[src/hw/mspc_pkg.sv]
package mspc_pkg;
   // ----------------------------------------
   // register map
   // ----------------------------------------
   localparam logic [3:0] ADDR_SAMPLING_CONFIG = 4'h0;
   localparam logic [3:0] ADDR_PARITY_TACHO = 4'h1;
   localparam logic [3:0] ADDR_PHASE_STATE = 4'h2;
   localparam logic [3:0] ADDR_CTRL = 4'h3;
   localparam logic [3:0] ADDR_IRQ_STATUS = 4'h4;
   localparam logic [3:0] ADDR_IRQ_MASK = 4'h5;
   localparam logic [7:0] SAMPLING_CONFIG_RST = 8'h02;
   localparam logic [7:0] PARITY_TACHO_RST = 8'h00;
   localparam logic [7:0] PHASE_STATE_RST = 8'h00;
   localparam int DELAY_LSB = 4;
   localparam int PENDING_BIT = 3;
   localparam int MASK_BIT = 2;
   localparam int TACHO_LSB = 6;
   localparam int CTRL_DIRECT_BIT = 0;
   localparam int CTRL_PCN_BIT = 1;
   localparam int CTRL_SZ_BIT = 2;
   // ----------------------------------------
   // timing: one delay step
   // ----------------------------------------
   localparam int STEP_NS = 2500;
   localparam int PERIPH_CLK_MHZ = 4;
   localparam int SYS_CLK_MHZ = 40;
   localparam int STEP_PERIPH_CYC = STEP_NS * PERIPH_CLK_MHZ / 1000;
   localparam logic [1:0] FREQ_PERIPH = 2'h0;

   typedef enum logic [1:0] {
      TACHO_POSITION = 2'b00,
      TACHO_RISE = 2'b01,
      TACHO_FALL = 2'b10,
      TACHO_BOTH = 2'b11
   } mspc_tacho_t;

   typedef struct packed {
      logic [3:0] addr;
      logic [7:0] wdata;
      logic wr;
      logic rd;
   } mspc_bus_t;
endpackage

[src/hw/mspc_top.sv]
`timescale 1ns/10ps
// Behaviour
// - a 4-bit delay field selects no delay (off-time sampling) or 1..15 steps of 2.5 us.
// - delay steps are counted in peripheral-clock cycles, 10 per step at 4 MHz.
// - an on-time sample that lands in the next off-time is discarded and sets pending bit 3.
// - the interrupt is raised only while mask bit 2 and the pending flag are both one.
// - only Z event sampling can produce the sampling-out condition, never D sampling.
// - with delay code zero no sampling-out event occurs.
// - a 2-bit input-frequency field selects the motor clock, code 00 is the peripheral clock.
// - the sampling config register resets to 02h.
// - parity bits are preloaded and applied at a C event, or at a phase-state write in direct mode.
// - the tacho edge field picks position/sensorless or rising, falling or both edge capture.
// - each of six parity bits drives its channel high for 0 and low for 1.
// - parity bits are ignored while the independent-phase config bit is one.
module mspc_top (
   // clock and reset
   input wire logic i_clk_sys,
   input wire logic i_rst_n,
   // register port
   input wire logic [3:0] i_addr,
   input wire logic [7:0] i_wdata,
   input wire logic i_wr,
   input wire logic i_rd,
   output logic [7:0] o_rdata,
   // sampling events from pins
   input wire logic i_periph_tick,
   input wire logic i_sample_z_req,
   input wire logic i_sample_d_req,
   input wire logic i_pwm_on,
   input wire logic i_c_event,
   input wire logic i_tacho_in,
   // outputs
   output logic o_irq,
   output logic [5:0] o_channel_level,
   output logic o_z_sample_valid,
   output logic o_d_sample_valid,
   output logic o_tacho_capture,
   output logic o_speed_mode,
   output logic [1:0] o_input_freq_select,
   output logic o_clk_is_periph
);
   // ----------------------------------------
   // pin synchronisation
   // ----------------------------------------
   logic [5:0] pins_s;
   mspc_sync2 #(.W(6)) u_sync (
      .i_clk_sys(i_clk_sys),
      .i_rst_n(i_rst_n),
      .i_d({i_periph_tick, i_sample_z_req, i_sample_d_req, i_pwm_on, i_c_event, i_tacho_in}),
      .o_q(pins_s)
   );
   wire tick_s = pins_s[5];
   wire zreq_s = pins_s[4];
   wire dreq_s = pins_s[3];
   wire pwm_on_s = pins_s[2];
   wire c_s = pins_s[1];
   wire tacho_s = pins_s[0];

   logic zreq_d_r, dreq_d_r, c_d_r, tacho_d_r;
   wire z_req = zreq_s && !zreq_d_r;
   wire d_req = dreq_s && !dreq_d_r;
   wire c_evt = c_s && !c_d_r;
   wire t_rise = tacho_s && !tacho_d_r;
   wire t_fall = !tacho_s && tacho_d_r;

   // ----------------------------------------
   // registers and decode
   // ----------------------------------------
   mspc_pkg::mspc_bus_t bus;
   assign bus = '{addr: i_addr, wdata: i_wdata, wr: i_wr, rd: i_rd};

   logic [7:0] cfg_r, cfg_nxt;
   logic [7:0] par_pre_r, par_act_r, phase_r;
   logic [2:0] ctrl_r;
   wire wr_cfg = bus.wr && bus.addr == mspc_pkg::ADDR_SAMPLING_CONFIG;
   wire wr_par = bus.wr && bus.addr == mspc_pkg::ADDR_PARITY_TACHO;
   wire wr_phase = bus.wr && bus.addr == mspc_pkg::ADDR_PHASE_STATE;
   wire wr_ctrl = bus.wr && bus.addr == mspc_pkg::ADDR_CTRL;
   wire wr_stat = bus.wr && bus.addr == mspc_pkg::ADDR_IRQ_STATUS;
   wire wr_mask = bus.wr && bus.addr == mspc_pkg::ADDR_IRQ_MASK;

   wire [3:0] delay_code = cfg_r[mspc_pkg::DELAY_LSB +: 4];
   wire pending = cfg_r[mspc_pkg::PENDING_BIT];
   wire mask = cfg_r[mspc_pkg::MASK_BIT];
   wire direct_mode = ctrl_r[mspc_pkg::CTRL_DIRECT_BIT];
   wire indep_phase = ctrl_r[mspc_pkg::CTRL_PCN_BIT];
   wire mspc_pkg::mspc_tacho_t tacho_mode =
      mspc_pkg::mspc_tacho_t'(par_act_r[mspc_pkg::TACHO_LSB +: 2]);

   // ----------------------------------------
   // on-time delayed z sampling
   // ----------------------------------------
   logic dly_busy, dly_done;
   mspc_delay_timer u_delay (
      .i_clk_sys(i_clk_sys),
      .i_rst_n(i_rst_n),
      .i_tick(tick_s),
      .i_start(z_req),
      .i_steps(delay_code),
      .o_busy(dly_busy),
      .o_done(dly_done)
   );
   // the delayed sample is only good if on-time still holds when it lands
   wire z_late = dly_done && !pwm_on_s && delay_code != 4'h0;
   wire z_ok_delayed = dly_done && pwm_on_s;
   wire z_ok_direct = z_req && delay_code == 4'h0;

   // set beats software clear in the same cycle; the status and mask aliases
   // write through here too, so irq and the register never disagree
   always_comb begin
      cfg_nxt = cfg_r;
      if (wr_cfg) begin
         cfg_nxt = bus.wdata;
         cfg_nxt[mspc_pkg::PENDING_BIT] = pending & bus.wdata[mspc_pkg::PENDING_BIT];
      end
      if (wr_stat && bus.wdata[0]) begin
         cfg_nxt[mspc_pkg::PENDING_BIT] = 1'b0;
      end
      if (wr_mask) begin
         cfg_nxt[mspc_pkg::MASK_BIT] = bus.wdata[0];
      end
      if (z_late) begin
         cfg_nxt[mspc_pkg::PENDING_BIT] = 1'b1;
      end
   end

   // parity preload applied on c event or direct phase write
   wire par_load = direct_mode ? wr_phase : c_evt;
   wire [7:0] par_act_nxt = wr_par ? bus.wdata : par_pre_r;

   // read mux; unmapped addresses read zero
   wire [7:0] rd_mux =
      (bus.addr == mspc_pkg::ADDR_SAMPLING_CONFIG) ? cfg_r :
      (bus.addr == mspc_pkg::ADDR_PARITY_TACHO) ? par_pre_r :
      (bus.addr == mspc_pkg::ADDR_PHASE_STATE) ? phase_r :
      (bus.addr == mspc_pkg::ADDR_CTRL) ? {5'h00, ctrl_r} :
      (bus.addr == mspc_pkg::ADDR_IRQ_STATUS) ? {7'h00, pending} :
      (bus.addr == mspc_pkg::ADDR_IRQ_MASK) ? {7'h00, mask} : 8'h00;

   wire [5:0] par_eff = indep_phase ? 6'h00 : par_act_r[5:0];
   wire cap_hit = (tacho_mode == mspc_pkg::TACHO_RISE && t_rise) ||
                  (tacho_mode == mspc_pkg::TACHO_FALL && t_fall) ||
                  (tacho_mode == mspc_pkg::TACHO_BOTH && (t_rise || t_fall));

   // ----------------------------------------
   // state
   // ----------------------------------------
   always_ff @(posedge i_clk_sys or negedge i_rst_n) begin
      if (!i_rst_n) begin
         cfg_r <= mspc_pkg::SAMPLING_CONFIG_RST;
      end else begin
         cfg_r <= cfg_nxt;
      end
   end

   // the preload image is what software reads back
   always_ff @(posedge i_clk_sys or negedge i_rst_n) begin
      if (!i_rst_n) begin
         par_pre_r <= mspc_pkg::PARITY_TACHO_RST;
      end else if (wr_par) begin
         par_pre_r <= bus.wdata;
      end
   end

   // the applied copy drives the channels and the tacho mode
   always_ff @(posedge i_clk_sys or negedge i_rst_n) begin
      if (!i_rst_n) begin
         par_act_r <= mspc_pkg::PARITY_TACHO_RST;
      end else if (par_load) begin
         par_act_r <= par_act_nxt;
      end
   end

   always_ff @(posedge i_clk_sys or negedge i_rst_n) begin
      if (!i_rst_n) begin
         phase_r <= mspc_pkg::PHASE_STATE_RST;
      end else if (wr_phase) begin
         phase_r <= bus.wdata;
      end
   end

   always_ff @(posedge i_clk_sys or negedge i_rst_n) begin
      if (!i_rst_n) begin
         ctrl_r <= 3'h0;
      end else if (wr_ctrl) begin
         ctrl_r <= bus.wdata[2:0];
      end
   end

   // edge registers idle low like their pins, so no false edge after reset
   always_ff @(posedge i_clk_sys or negedge i_rst_n) begin
      if (!i_rst_n) begin
         zreq_d_r <= 1'b0;
         dreq_d_r <= 1'b0;
         c_d_r <= 1'b0;
         tacho_d_r <= 1'b0;
      end else begin
         zreq_d_r <= zreq_s;
         dreq_d_r <= dreq_s;
         c_d_r <= c_s;
         tacho_d_r <= tacho_s;
      end
   end

   // ----------------------------------------
   // registered outputs
   // ----------------------------------------
   // irq and the frequency outputs follow the next config value, so they
   // move in the same cycle as the register and never lag an alias write
   wire [7:0] rdata_nxt = bus.rd ? rd_mux : 8'h00;
   wire irq_nxt = cfg_nxt[mspc_pkg::PENDING_BIT] & cfg_nxt[mspc_pkg::MASK_BIT];
   wire [1:0] freq_nxt = cfg_nxt[1:0];
   wire z_valid_nxt = z_ok_delayed || z_ok_direct;
   wire speed_nxt = tacho_mode != mspc_pkg::TACHO_POSITION;

   always_ff @(posedge i_clk_sys or negedge i_rst_n) begin
      if (!i_rst_n) begin
         o_rdata <= 8'h00;
      end else begin
         o_rdata <= rdata_nxt;
      end
   end

   always_ff @(posedge i_clk_sys or negedge i_rst_n) begin
      if (!i_rst_n) begin
         o_irq <= 1'b0;
      end else begin
         o_irq <= irq_nxt;
      end
   end

   always_ff @(posedge i_clk_sys or negedge i_rst_n) begin
      if (!i_rst_n) begin
         o_channel_level <= ~mspc_pkg::PARITY_TACHO_RST[5:0];
      end else begin
         o_channel_level <= ~par_eff;
      end
   end

   always_ff @(posedge i_clk_sys or negedge i_rst_n) begin
      if (!i_rst_n) begin
         o_z_sample_valid <= 1'b0;
      end else begin
         o_z_sample_valid <= z_valid_nxt;
      end
   end

   // d sampling runs at the high sampling rate, never delayed
   always_ff @(posedge i_clk_sys or negedge i_rst_n) begin
      if (!i_rst_n) begin
         o_d_sample_valid <= 1'b0;
      end else begin
         o_d_sample_valid <= d_req;
      end
   end

   always_ff @(posedge i_clk_sys or negedge i_rst_n) begin
      if (!i_rst_n) begin
         o_tacho_capture <= 1'b0;
      end else begin
         o_tacho_capture <= cap_hit;
      end
   end

   always_ff @(posedge i_clk_sys or negedge i_rst_n) begin
      if (!i_rst_n) begin
         o_speed_mode <= 1'b0;
      end else begin
         o_speed_mode <= speed_nxt;
      end
   end

   always_ff @(posedge i_clk_sys or negedge i_rst_n) begin
      if (!i_rst_n) begin
         o_input_freq_select <= mspc_pkg::SAMPLING_CONFIG_RST[1:0];
         o_clk_is_periph <= 1'b0;
      end else begin
         o_input_freq_select <= freq_nxt;
         o_clk_is_periph <= freq_nxt == mspc_pkg::FREQ_PERIPH;
      end
   end
endmodule

[src/hw/mspc_delay_timer.sv]
`timescale 1ns/10ps
// counts delay steps of peripheral-clock ticks after a sample request
module mspc_delay_timer (
   input wire logic i_clk_sys,
   input wire logic i_rst_n,
   input wire logic i_tick,
   input wire logic i_start,
   input wire logic [3:0] i_steps,
   output logic o_busy,
   output logic o_done
);
   logic [5:0] tick_cnt_r;
   logic [3:0] step_cnt_r;
   wire step_end = i_tick && (tick_cnt_r == 6'(mspc_pkg::STEP_PERIPH_CYC - 1));
   wire last = step_end && (step_cnt_r == 4'h1);

   always_ff @(posedge i_clk_sys or negedge i_rst_n) begin
      if (!i_rst_n) begin
         tick_cnt_r <= 6'h00;
         step_cnt_r <= 4'h0;
         o_busy <= 1'b0;
         o_done <= 1'b0;
      end else begin
         o_done <= last;
         if (i_start && i_steps != 4'h0) begin
            o_busy <= 1'b1;
            step_cnt_r <= i_steps;
            tick_cnt_r <= 6'h00;
         end else if (o_busy) begin
            if (last) begin
               o_busy <= 1'b0;
            end
            if (step_end) begin
               tick_cnt_r <= 6'h00;
               step_cnt_r <= step_cnt_r - 4'h1;
            end else if (i_tick) begin
               tick_cnt_r <= tick_cnt_r + 6'h01;
            end
         end
      end
   end
endmodule

[src/hw/mspc_sync2.sv]
`timescale 1ns/10ps
// two-flop synchroniser for pin levels
module mspc_sync2 #(
   parameter int W = 1
) (
   input wire logic i_clk_sys,
   input wire logic i_rst_n,
   input wire logic [W-1:0] i_d,
   output logic [W-1:0] o_q
);
   logic [W-1:0] meta_r;
   always_ff @(posedge i_clk_sys or negedge i_rst_n) begin
      if (!i_rst_n) begin
         meta_r <= '0;
         o_q <= '0;
      end else begin
         meta_r <= i_d;
         o_q <= meta_r;
      end
   end
endmodule

[config.mk]
export PLATFORM = sky130hd
export DESIGN_NAME = mspc_top
export DESIGN_NICKNAME = d
export VERILOG_FILES = /design/src/hw/mspc_pkg.sv /design/src/hw/mspc_top.sv /design/src/hw/mspc_delay_timer.sv /design/src/hw/mspc_sync2.sv
export SDC_FILE = /design/constraint.sdc
export NUM_CORES = 1
export LEC_CHECK = 0
export BUFFER_PORTS_ARGS = -buffer_cell sky130_fd_sc_hd__clkbuf_2
export CORE_AREA = 3 3 104 106
export DETAILED_ROUTE_END_ITERATION = 16
export DIE_AREA = 0 0 107 109
export PLACE_DENSITY_LB_ADDON = 0.12
export SYNTH_ARGS = -nofsm -noshare
export SYNTH_HDL_FRONTEND = slang
export SYNTH_SLANG_ARGS = --single-unit
[constraint.sdc]
create_clock -name i_clk_sys -period 1.9 [get_ports i_clk_sys]
set_input_delay 0.19 -clock i_clk_sys [delete_from_list [all_inputs] [get_ports i_clk_sys]]
set_output_delay 0.19 -clock i_clk_sys [all_outputs]
set_load 0.05 [all_outputs]
# After elaboration in Yosys (flattened, before gate mapping)

Index checks and enable logic that the tools add are counted.

Word-level logic and storage cells: 106
Memory bits (read-only): 0
Bits in registers: 85
Output and inout port bits: 22
Bits in latches: 0
Memories: 0
Memory bits (writable): 0
Bits of input ports: 22

Add/sub/neg operators: 2
Reductions and logical operators: 42
Equality and inequality tests: 10
Div/mod/pow operators: 0
Multiplexer cells: 24
Magnitude comparators: 0
Shifts and indexed selects: 0
Bitwise gates (word level): 3
$mul: 0

Operators by type and width:

| operator                                         | count |
|---|---|
| two-way mux 8 bit                                | 5 |
| two-way mux 6 bit                                | 5 |
| logical AND 1 bit                                | 22 |
| two-way mux 4 bit                                | 4 |
| two-way mux 1 bit                                | 9 |
| == test 4 x 1 -> 1 bit, second input constant    | 2 |
| == test 4 x 2 -> 1 bit, second input constant    | 2 |
| == test 4 x 3 -> 1 bit, second input constant    | 2 |
| zero test 4 bit                                  | 2 |
| adder 6 x 1 -> 6 bit, second input constant      | 1 |
| == test 6 x 4 -> 1 bit, second input constant    | 1 |
| zero test 1 bit                                  | 6 |
| NOT 6 bit                                        | 1 |
| nonzero test 2 bit                               | 3 |
| == test 2 bit, second input constant             | 2 |
| logical OR 1 bit                                 | 4 |
| AND reduction 2 bit                              | 2 |
| nonzero test 4 bit                               | 1 |
| subtractor 4 x 1 -> 4 bit, second input constant | 1 |
| two-way mux 3 bit                                | 1 |
| nonzero test 3 bit                               | 1 |
| bitwise AND 1 bit                                | 2 |
| == test 2 x 1 -> 1 bit, second input constant    | 1 |
| zero test 2 bit                                  | 1 |

# Logic depth before layout (Yosys ltp)

Gate-level depths: netlist of the first run.

Depth in word-level cells: 8
Depth in mapped cells: 6
Mapped depth without buffers: 6

# Modules after synthesis

From an unflattened synthesis of the first run, not the netlist that was laid out.

Cell total of the unflattened synthesis: 272
Area total of the unflattened synthesis: 3517.1 µm²

By module, submodules not included:

| module           | cells each | area an instance (µm²) | times used | seq. area each (µm²) |
|---|---|---|---|---|
| mspc_top         | 190        | 2471.1                 | 1          | 1485.2 |
| mspc_delay_timer | 70         | 745.7                  | 1          | 300.3 |
| mspc_sync2       | 12         | 300.3                  | 1          | 300.3 |

# Worst setup path after synthesis of the first run

No wires, ideal clock.

Kind: register to register
Start point: reg cfg_r[5]
End point: reg u_delay.tick_cnt_r[5]
Buffers on the path: 0
Setup time: 83 ps
Path slack: 402 ps
Arrival: 1415 ps
Required time: 1817 ps
Clock period less this slack: 1498 ps
Stages on the path, launching flop included: 5
Cells stage by stage: dfrtp_1 -> nor4_2 -> nor3b_1 -> or4b_1 -> o21ai_0

Longest elaborated chain between the ends: 4
Elaborated cells between the ends (all ways): 6
Classes of those cells: mux (1); reduce/logical (5)

RTL lines:

| what                                                               | line                   | source |
|---|---|---|
| start: declaration                                                 | mspc_top.sv:72         | `logic [7:0] cfg_r, cfg_nxt;` |
| start signal: assignment                                           | mspc_top.sv:150        | `cfg_r <= mspc_pkg::SAMPLING_CONFIG_RST;` |
| start signal: assignment                                           | mspc_top.sv:152        | `cfg_r <= cfg_nxt;` |
| nonzero test 4 bit *                                               | mspc_delay_timer.sv:25 | `if (i_start && i_steps != 4'h0) begin` |
| logical AND 1 bit *                                                | mspc_delay_timer.sv:25 |  |
| nonzero test 3 bit (no line) or nonzero test 2 bit (tied branches) | n/a                    |  |
| AND reduction 2 bit (no line)                                      | n/a                    |  |
| end signal: assignment                                             | mspc_delay_timer.sv:37 | `tick_cnt_r <= tick_cnt_r + 6'h01;` |
| end: declaration                                                   | mspc_delay_timer.sv:12 | `logic [5:0] tick_cnt_r;` |

Mark *: on every way between the ends. The rest lies on a longest branch, timed or not.
A chain may end at the register's enable or synchronous reset.

# Final worst setup path of the first run

Start point: reg u_delay.tick_cnt_r[2]
End point: reg u_delay.o_busy

Longest elaborated chain between the ends: 6

RTL lines:

| what                   | line                   | source |
|---|---|---|
| == test 6 x 4 -> 1 bit | mspc_delay_timer.sv:14 | `wire step_end = i_tick && (tick_cnt_r == 6'(mspc_pkg::STEP_PERIPH_CYC - 1));` |
| logical AND 1 bit      | mspc_delay_timer.sv:14 |  |
| logical AND 1 bit      | mspc_delay_timer.sv:15 | `wire last = step_end && (step_cnt_r == 4'h1);` |
| via u_delay.last       | mspc_delay_timer.sv:15 |  |
| two-way mux 1 bit      | mspc_delay_timer.sv:30 | `if (last) begin` |
| two-way mux 1 bit      | mspc_delay_timer.sv:29 | `end else if (o_busy) begin` |
| two-way mux 1 bit      | mspc_delay_timer.sv:25 |  |
| end signal: assignment | mspc_delay_timer.sv:21 | `o_busy <= 1'b0;` |
| end signal: assignment | mspc_delay_timer.sv:26 | `o_busy <= 1'b1;` |
| end signal: assignment | mspc_delay_timer.sv:31 | `o_busy <= 1'b0;` |
| end: declaration       | mspc_delay_timer.sv:9  | `output logic o_busy,` |

The timed path passes the listed nets, and every way through them passes these cells.

==> impl_results.md, run 1 <==
- Max-Cap Viols: 0
- Cell count after synthesis: 259
- Initial drt markers: 81
- Residual DRC: 0
- DR vias: 2,115
- CP arrival: 1860 ps
- Clk Latency, worst-skew pair: 350 ps
- Die ar.: 0.0117 mm2
- Grt total ovfl: 0
- Layout cells sized above 1: 36.8%
- Max Freq: 613 MHz
- Worst VDD drop: 0.476 mV
- Switching share of power: 33.0%
- Fill count: 926
- TritonCTS clock tree: built
- Kind of critical path: flop to flop
- FF+latch count, synth: 83
- Final ANT Viol Nets: 0
- Number of global-route vias before repair: 2,164
- Area of the multi-input gates: 0.00128 mm2
- Setup repair after global routing missed its margin: false
- Worst-margin pin slew: 410 ps
- H-tree depth: 3
- Final Util: 42.0%
- HPWL after DPL: 4.76 mm
- Synth top area cells: dfrtp_1 (55%), mux2_2 (11%), dfstp_2 (5.3%)
- Post-Route WL: 6.67 mm
- Top post-synthesis cells by count: dfrtp_1 (76), mux2_2 (33), nor2_1 (14)
- Global-route wire length before repair: 11.2 mm
- Sink Count: 83
- Register Area: 0.00209 mm2
- CP Max Fanout: 6
- Post-synth EDFFs: 0
- Clock power frac: 26.9%
- Initial Util: 35.3%
- Post-cts gate resize count: 0
- Hold Crit Class: input port to flop
- Syn Nets: 287
- Final Critical Period: 1630 ps
- Rel. slew slack: 72.6%
- # setup viols final: 0
- Mapped Area: 0.00348 mm2
- CTS Buffer Depth: 2
- Final #Nets: 346
- Sequential-to-total area share from yosys stat: 59.9%
- Comb power frac: 23.3%
- Slew Viols, Final: 0
- Critical path required time: 2130 ps
- Vias per inst: 4.64
- Largest net degree at the start of global routing: 39
- Cell Pwr Density: 1170 mW/mm2
- Clock skew: 13.5 ps
- Top-count cell post-synth: dfrtp_1
- Sw power: 0.00160 W
- Die H: 109 um
- Routed length per instance: 14.6 um
- Area Overhead vs Synth: 19.0%
- Top Ports: 44
- Ys async rst share: 100%
- Fin crit share: 85.8%
- Initial antenna violation count: 0
- Port buffer count: 43
- Critical Path Source Type: flop
- Cell internal pwr: 0.00325 W
- Worst setup EP type: flop
- Total Routing Usage GR: 12.5%
- Seq pwr share: 49.8%
- Area share of the largest cell type after synthesis: 54.6%
- Synth area leader: dfrtp_1
- P_leak: 1.93 nW
- Status: finished clean
- Final hold viol count: 0
- Die W: 107 um
- Root Buffer: clkbuf_8
- Synth Flop Type: dfrtp_1
- Row Count: 36
- Cts bufs inserted: 9
- Warnings, synthesis: 0
- N_diodes: 0
- Pre-antenna DRT Iters: 4
- Worst-path clk slew: 90 ps
- Setup_tns: 0 ps
- Core area: 0.00986 mm2
- Post-synth cell types: 52
- GPL Wtd Cong: 0.785
- Synthesized area per cell: 13.4 um2
==> area by class of cell <==
type | instances | share of cell area, %
flip-flops and latches | 83 | 50.3
multi-input cells | 154 | 30.9
repair buffers | 58 | 8.70
well taps | 133 | 4.02
clock buffers | 9 | 2.99
clock inverters | 7 | 1.96
inverters | 12 | 1.09
==> metal layers <==
| layer | up-vias | part of all wire, % | track usage, % |
|---|---|---|---|
| met5 | - | 0 | 0 |
| met4 | 0 | 0.88 | 4.38 |
| met3 | 5 | 3.1 | 3.43 |
| met2 | 39 | 46 | 18.5 |
| met1 | 1039 | 50 | 17.7 |
| li1 | 1032 | - | - |
==> registers in the layout, summed over array words and instances, names as in the netlist, 6 cells and up <==
name	count
phase_r	8
par_pre_r	8
o_channel_level	6
cfg_r	7
par_act_r	8
u_delay.tick_cnt_r	6
u_sync.meta_r	6
u_sync.o_q	6
o_rdata	8
==> power groups by stage <==
stage,registers [W],logic [W],clock network (W)
final,0.00241,0.00113,0.00131
after global routing,0.00247,0.00125,0.00144
after CTS,0.00242,0.00115,0.00137
after detailed placement,0.00245,0.00114,0
after global placement,0.00244,0.00113,0
after floorplan,0.00267,0.000599,0
==> cells in the final DEF (no fill, tap or decap), types with 2 or more instances in the layout <==
master / count
dfstp_2: 7
and2_1: 2
clkbuf_2: 42
o22ai_1: 6
buf_4: 8
nand3_1: 7
xor2_1: 2
mux2_2: 33
and3_1: 4
nand2_1: 11
xnor2_1: 2
nand2b_1: 7
nor2b_1: 7
a21oi_1: 4
nor3b_1: 4
mux4_1: 2
nor2_1: 14
nand4_1: 3
dlygate4sd3_1: 7
inv_6: 3
dfrtp_1: 76
ha_1: 6
o21ai_0: 9
clkbuf_8: 9
mux2i_1: 4
inv_1: 12
==> path summary, 6_finish.rpt <==
path,from,end,slack [ps],cells past startpoint
max,u_delay.tick_cnt_r[2],u_delay.o_busy,270,4
min,i_wdata[1],o_clk_is_periph,80,2
max reg2reg,u_delay.tick_cnt_r[2],u_delay.o_busy,270,4
min reg2reg,u_sync.meta_r[5],u_sync.o_q[5],350,0
max in group asynchronous,i_rst_n,o_rdata[3],1020,3
min in group asynchronous,i_rst_n,u_delay.tick_cnt_r[4],290,2
==> critical path: stages (launching register included) <==
cell and delay, ps:
dfrtp_1 460, nor4b_4 420, nand3_1 190, nor4b_2 350, o21bai_1 100
==> stage by stage <==
stage / total power [W] / hold slack, ps / setup slack, ps / instances / instance area (um2)
6_report: 0.00485 / 81.8 / 269 / 456 / 4140
3_3_place_gp: 0.00356 / 130 / 313 / 433 / 3870
4_1_cts: 0.00494 / 72.8 / 253 / 456 / 4140
5_1_grt: 0.00516 / 76.6 / 174 / 456 / 4140
2_1_floorplan: 0.00327 / -106 / 402 / 259 / 3480
3_5_place_dp: 0.00359 / 135 / 265 / 433 / 3870
==> what timing repair did <==
action | CTS | global route
hold buffers | 7 | 0
endpoints found under the hold margin | 31 | 0
buffers inserted | 0 | 0
setup endpoints to repair | 0 | 0
==> cells by family (layout without fill, tap and decap cells) <==
group	count (synthesis)	in the layout	synth area share (%)
buf+inv	22	86	3.34
xor+xnor	4	4	1.01
compound gates	31	31	6.43
flops	83	83	59.9
fa+ha+maj	6	6	2.16
simple gates	72	72	13.1
mux	41	41	14.1
Note: power is estimated with default switching activity, not from simulation.
==> inputs of run 2 (changes only) <==
==> constraint.sdc (replaced) <==
create_clock -name i_clk_sys -period 1.6 [get_ports i_clk_sys]
set_input_delay 0.16 -clock i_clk_sys [delete_from_list [all_inputs] [get_ports i_clk_sys]]
set_output_delay 0.16 -clock i_clk_sys [all_outputs]
set_load 0.05 [all_outputs]
==> run 2 against run 1 <==
Net effect: die area stayed put; setup slack lost 170 ps; critical path depth is 2 higher; design area up 4.0%; highest routed layer unchanged; clock power increased by 30%; sequential power grew 18%; sequential share of layout area decreased by 2.0 points.
==> impl_results.md, run 2 (synthesis results as in run 1) <==
- End point of the critical path: o_irq
- Final Critical Period: 1500 ps (-129 ps)
- Hold path cells: 2 (unchanged)
- Slew Viols, Final: 0 (unchanged)
- Worst-path clk slew: 80 ps (about the same)
- Top Ports: 44 (unchanged)
- Total Routing Usage GR: 13.0% (+0.55 points)
- Critical Path Source Type: flop
- H-tree depth: 3 (unchanged)
- Fin crit share: 93.8% (+8.0 points)
- P_leak: 2.02 nW (+4.7%)
- Global-route wire length before repair: 11.5 mm (+2.5%)
- Critical path required time: 1850 ps (-280 ps)
- CTS Buffer Depth: 2 (unchanged)
- Final #Nets: 362 (+4.6%)
- Grt total ovfl: 0 (unchanged)
- Max Freq: 666 MHz (+8.6%)
- Pre-antenna DRT Iters: 4 (unchanged)
- Setup repair after global routing missed its margin: false
- Row Count: 36 (unchanged)
- Core area: 0.00986 mm2 (unchanged)
- Leading cell type in the layout, fill and taps excluded: dfrtp_1
- Number of global-route vias before repair: 2,228 (+3.0%)
- Final hold viol count: 0 (unchanged)
- Post-Route WL: 6.97 mm (+4.6%)
- Cts bufs inserted: 9 (unchanged)
- Final Util: 43.7% (+1.7 points)
- Initial Util: 35.3% (unchanged)
- Kind of critical path: flop to flop
- Initial antenna violation count: 0 (unchanged)
- N_diodes: 0 (unchanged)
- Initial drt markers: 59 (-27%)
- Final ANT Viol Nets: 0 (unchanged)
- Die H: 109 um (unchanged)
- Status: finished clean
- DR vias: 2,142 (+1.3%)
- RR Startpoint: cfg_r[7]
- Worst VDD drop: 0.705 mV (+48%)
- Port buffer count: 43 (unchanged)
- CP arrival: 1750 ps (-110 ps)
- GPL Wtd Cong: 0.800 (+1.9%)
- CP Max Fanout: 2 (-4)
- TritonCTS clock tree: built
- Root Buffer: clkbuf_8
- DP Worst Slack: 5.23 ps (-260 ps)
- Area Overhead vs Synth: 23.8%
- Worst setup EP type: flop
- Cell Pwr Density: 1390 mW/mm2 (+19%)
- # setup viols final: 0 (unchanged)
- Crit path launch: cfg_r[7]
- Rel. slew slack: 66.7% (-5.8 points)
- Largest net degree at the start of global routing: 36 (-7.7%)
- Vias per inst: 4.54 (-2.2%)
- Hold Crit Class: input port to flop
- Setup_tns: 0 ps (unchanged)
- Worst-margin pin slew: 499 ps (+88.5 ps)
- R2R Setup Slk: 100 ps (-170 ps)
- Most frequent cells in the layout: dfrtp_1 (76), clkbuf_2 (42), mux2_2 (33)
- R2R cell count: 6 (+2)
- Residual DRC: 0 (unchanged)
- Clk Latency, worst-skew pair: 360 ps (about the same)
- Reg2reg end: o_irq
- Sink Count: 83 (unchanged)
- Die W: 107 um (unchanged)
- Clock skew: 7.57 ps (-5.94 ps)
- Layout cells sized above 1: 39.8% (+3.0 points)
- PnR worst setup slack: 98.4 ps (-171 ps)
- Routed length per instance: 14.8 um (+1.0%)
- HPWL after DPL: 5.06 mm (+6.2%)
- Die ar.: 0.0117 mm2 (unchanged)
- Max-Cap Viols: 0 (unchanged)
==> run 2: cell count changes in the layout (fill, tap and decap cells not counted), sizes merged <==
cell | before | now
inv | 16 | 13
buf | 9 | 25
clkbuf | 51 | 53
clkinv | 2 | 1
clkinvlp | 0 | 1
bufinv | 1 | 2
==> run 2: worst min path at each step <==
stage                          start                    end
after global routing       i_addr[3]             o_rdata[0]
after floorplan              i_rst_n                  c_d_r
after CTS                 i_wdata[1]        o_clk_is_periph
after detailed placement     i_rst_n  u_delay.tick_cnt_r[5]
after global placement       i_rst_n  u_delay.tick_cnt_r[5]
final                     i_wdata[1]        o_clk_is_periph
==> run 2: what timing repair did <==
item	CTS	global route
setup endpoints to repair	2	1
pin swaps	0	2
buffers inserted	0	1
gates cloned	0	0
gates resized for setup	1	1
hold endpoints to repair	38	0
hold buffers	7	0
==> run 2: metal layers <==
layer / vias to the layer above / track usage, % / routed length [um]
met3: 7 / 4.50 / 310
met1: 1031 / 17.3 / 3440
met2: 37 / 19.8 / 3110
met5: - / 0 / 0
li1: 1067 / - / -
met4: 0 / 4.93 / 110
==> run 2: final cells by class <==
cell class                      instances  area [um2]
Timing Repair Buffer                   74         493
Fill cell                             942        5550
Clock buffer                           11         141
Sequential cell                        83        2090
Tap cell                              133         166
Multi-Input combinational cell        154        1290
Inverter                               12        45.0
Clock inverter                          5        85.1
==> run 2: critical path, cell delays in order, from the launching register on <==
cell	delay [ps]
dfrtp_1	420
nor4_4	320
buf_4	160
buf_4	90
nor3b_1	40
a31o_2	220
and2_1	130
==> run 2: report_power, final <==
part           internal (W)  switching (W)
combinational      0.000628       0.000845
clock              0.000930       0.000766
sequential          0.00257       0.000277
total               0.00412        0.00189
==> run 2: stage by stage <==
step                total power (W)  instance area (um2)  cells  hold WS [ps]
floorplan                   0.00388                 3480    259          -136
detailed placement          0.00434                 3990    448           174
global route                0.00637                 4310    472          28.0
finish                      0.00601                 4310    472          30.5
CTS                         0.00611                 4290    471          8.95
global placement            0.00432                 3990    448           171
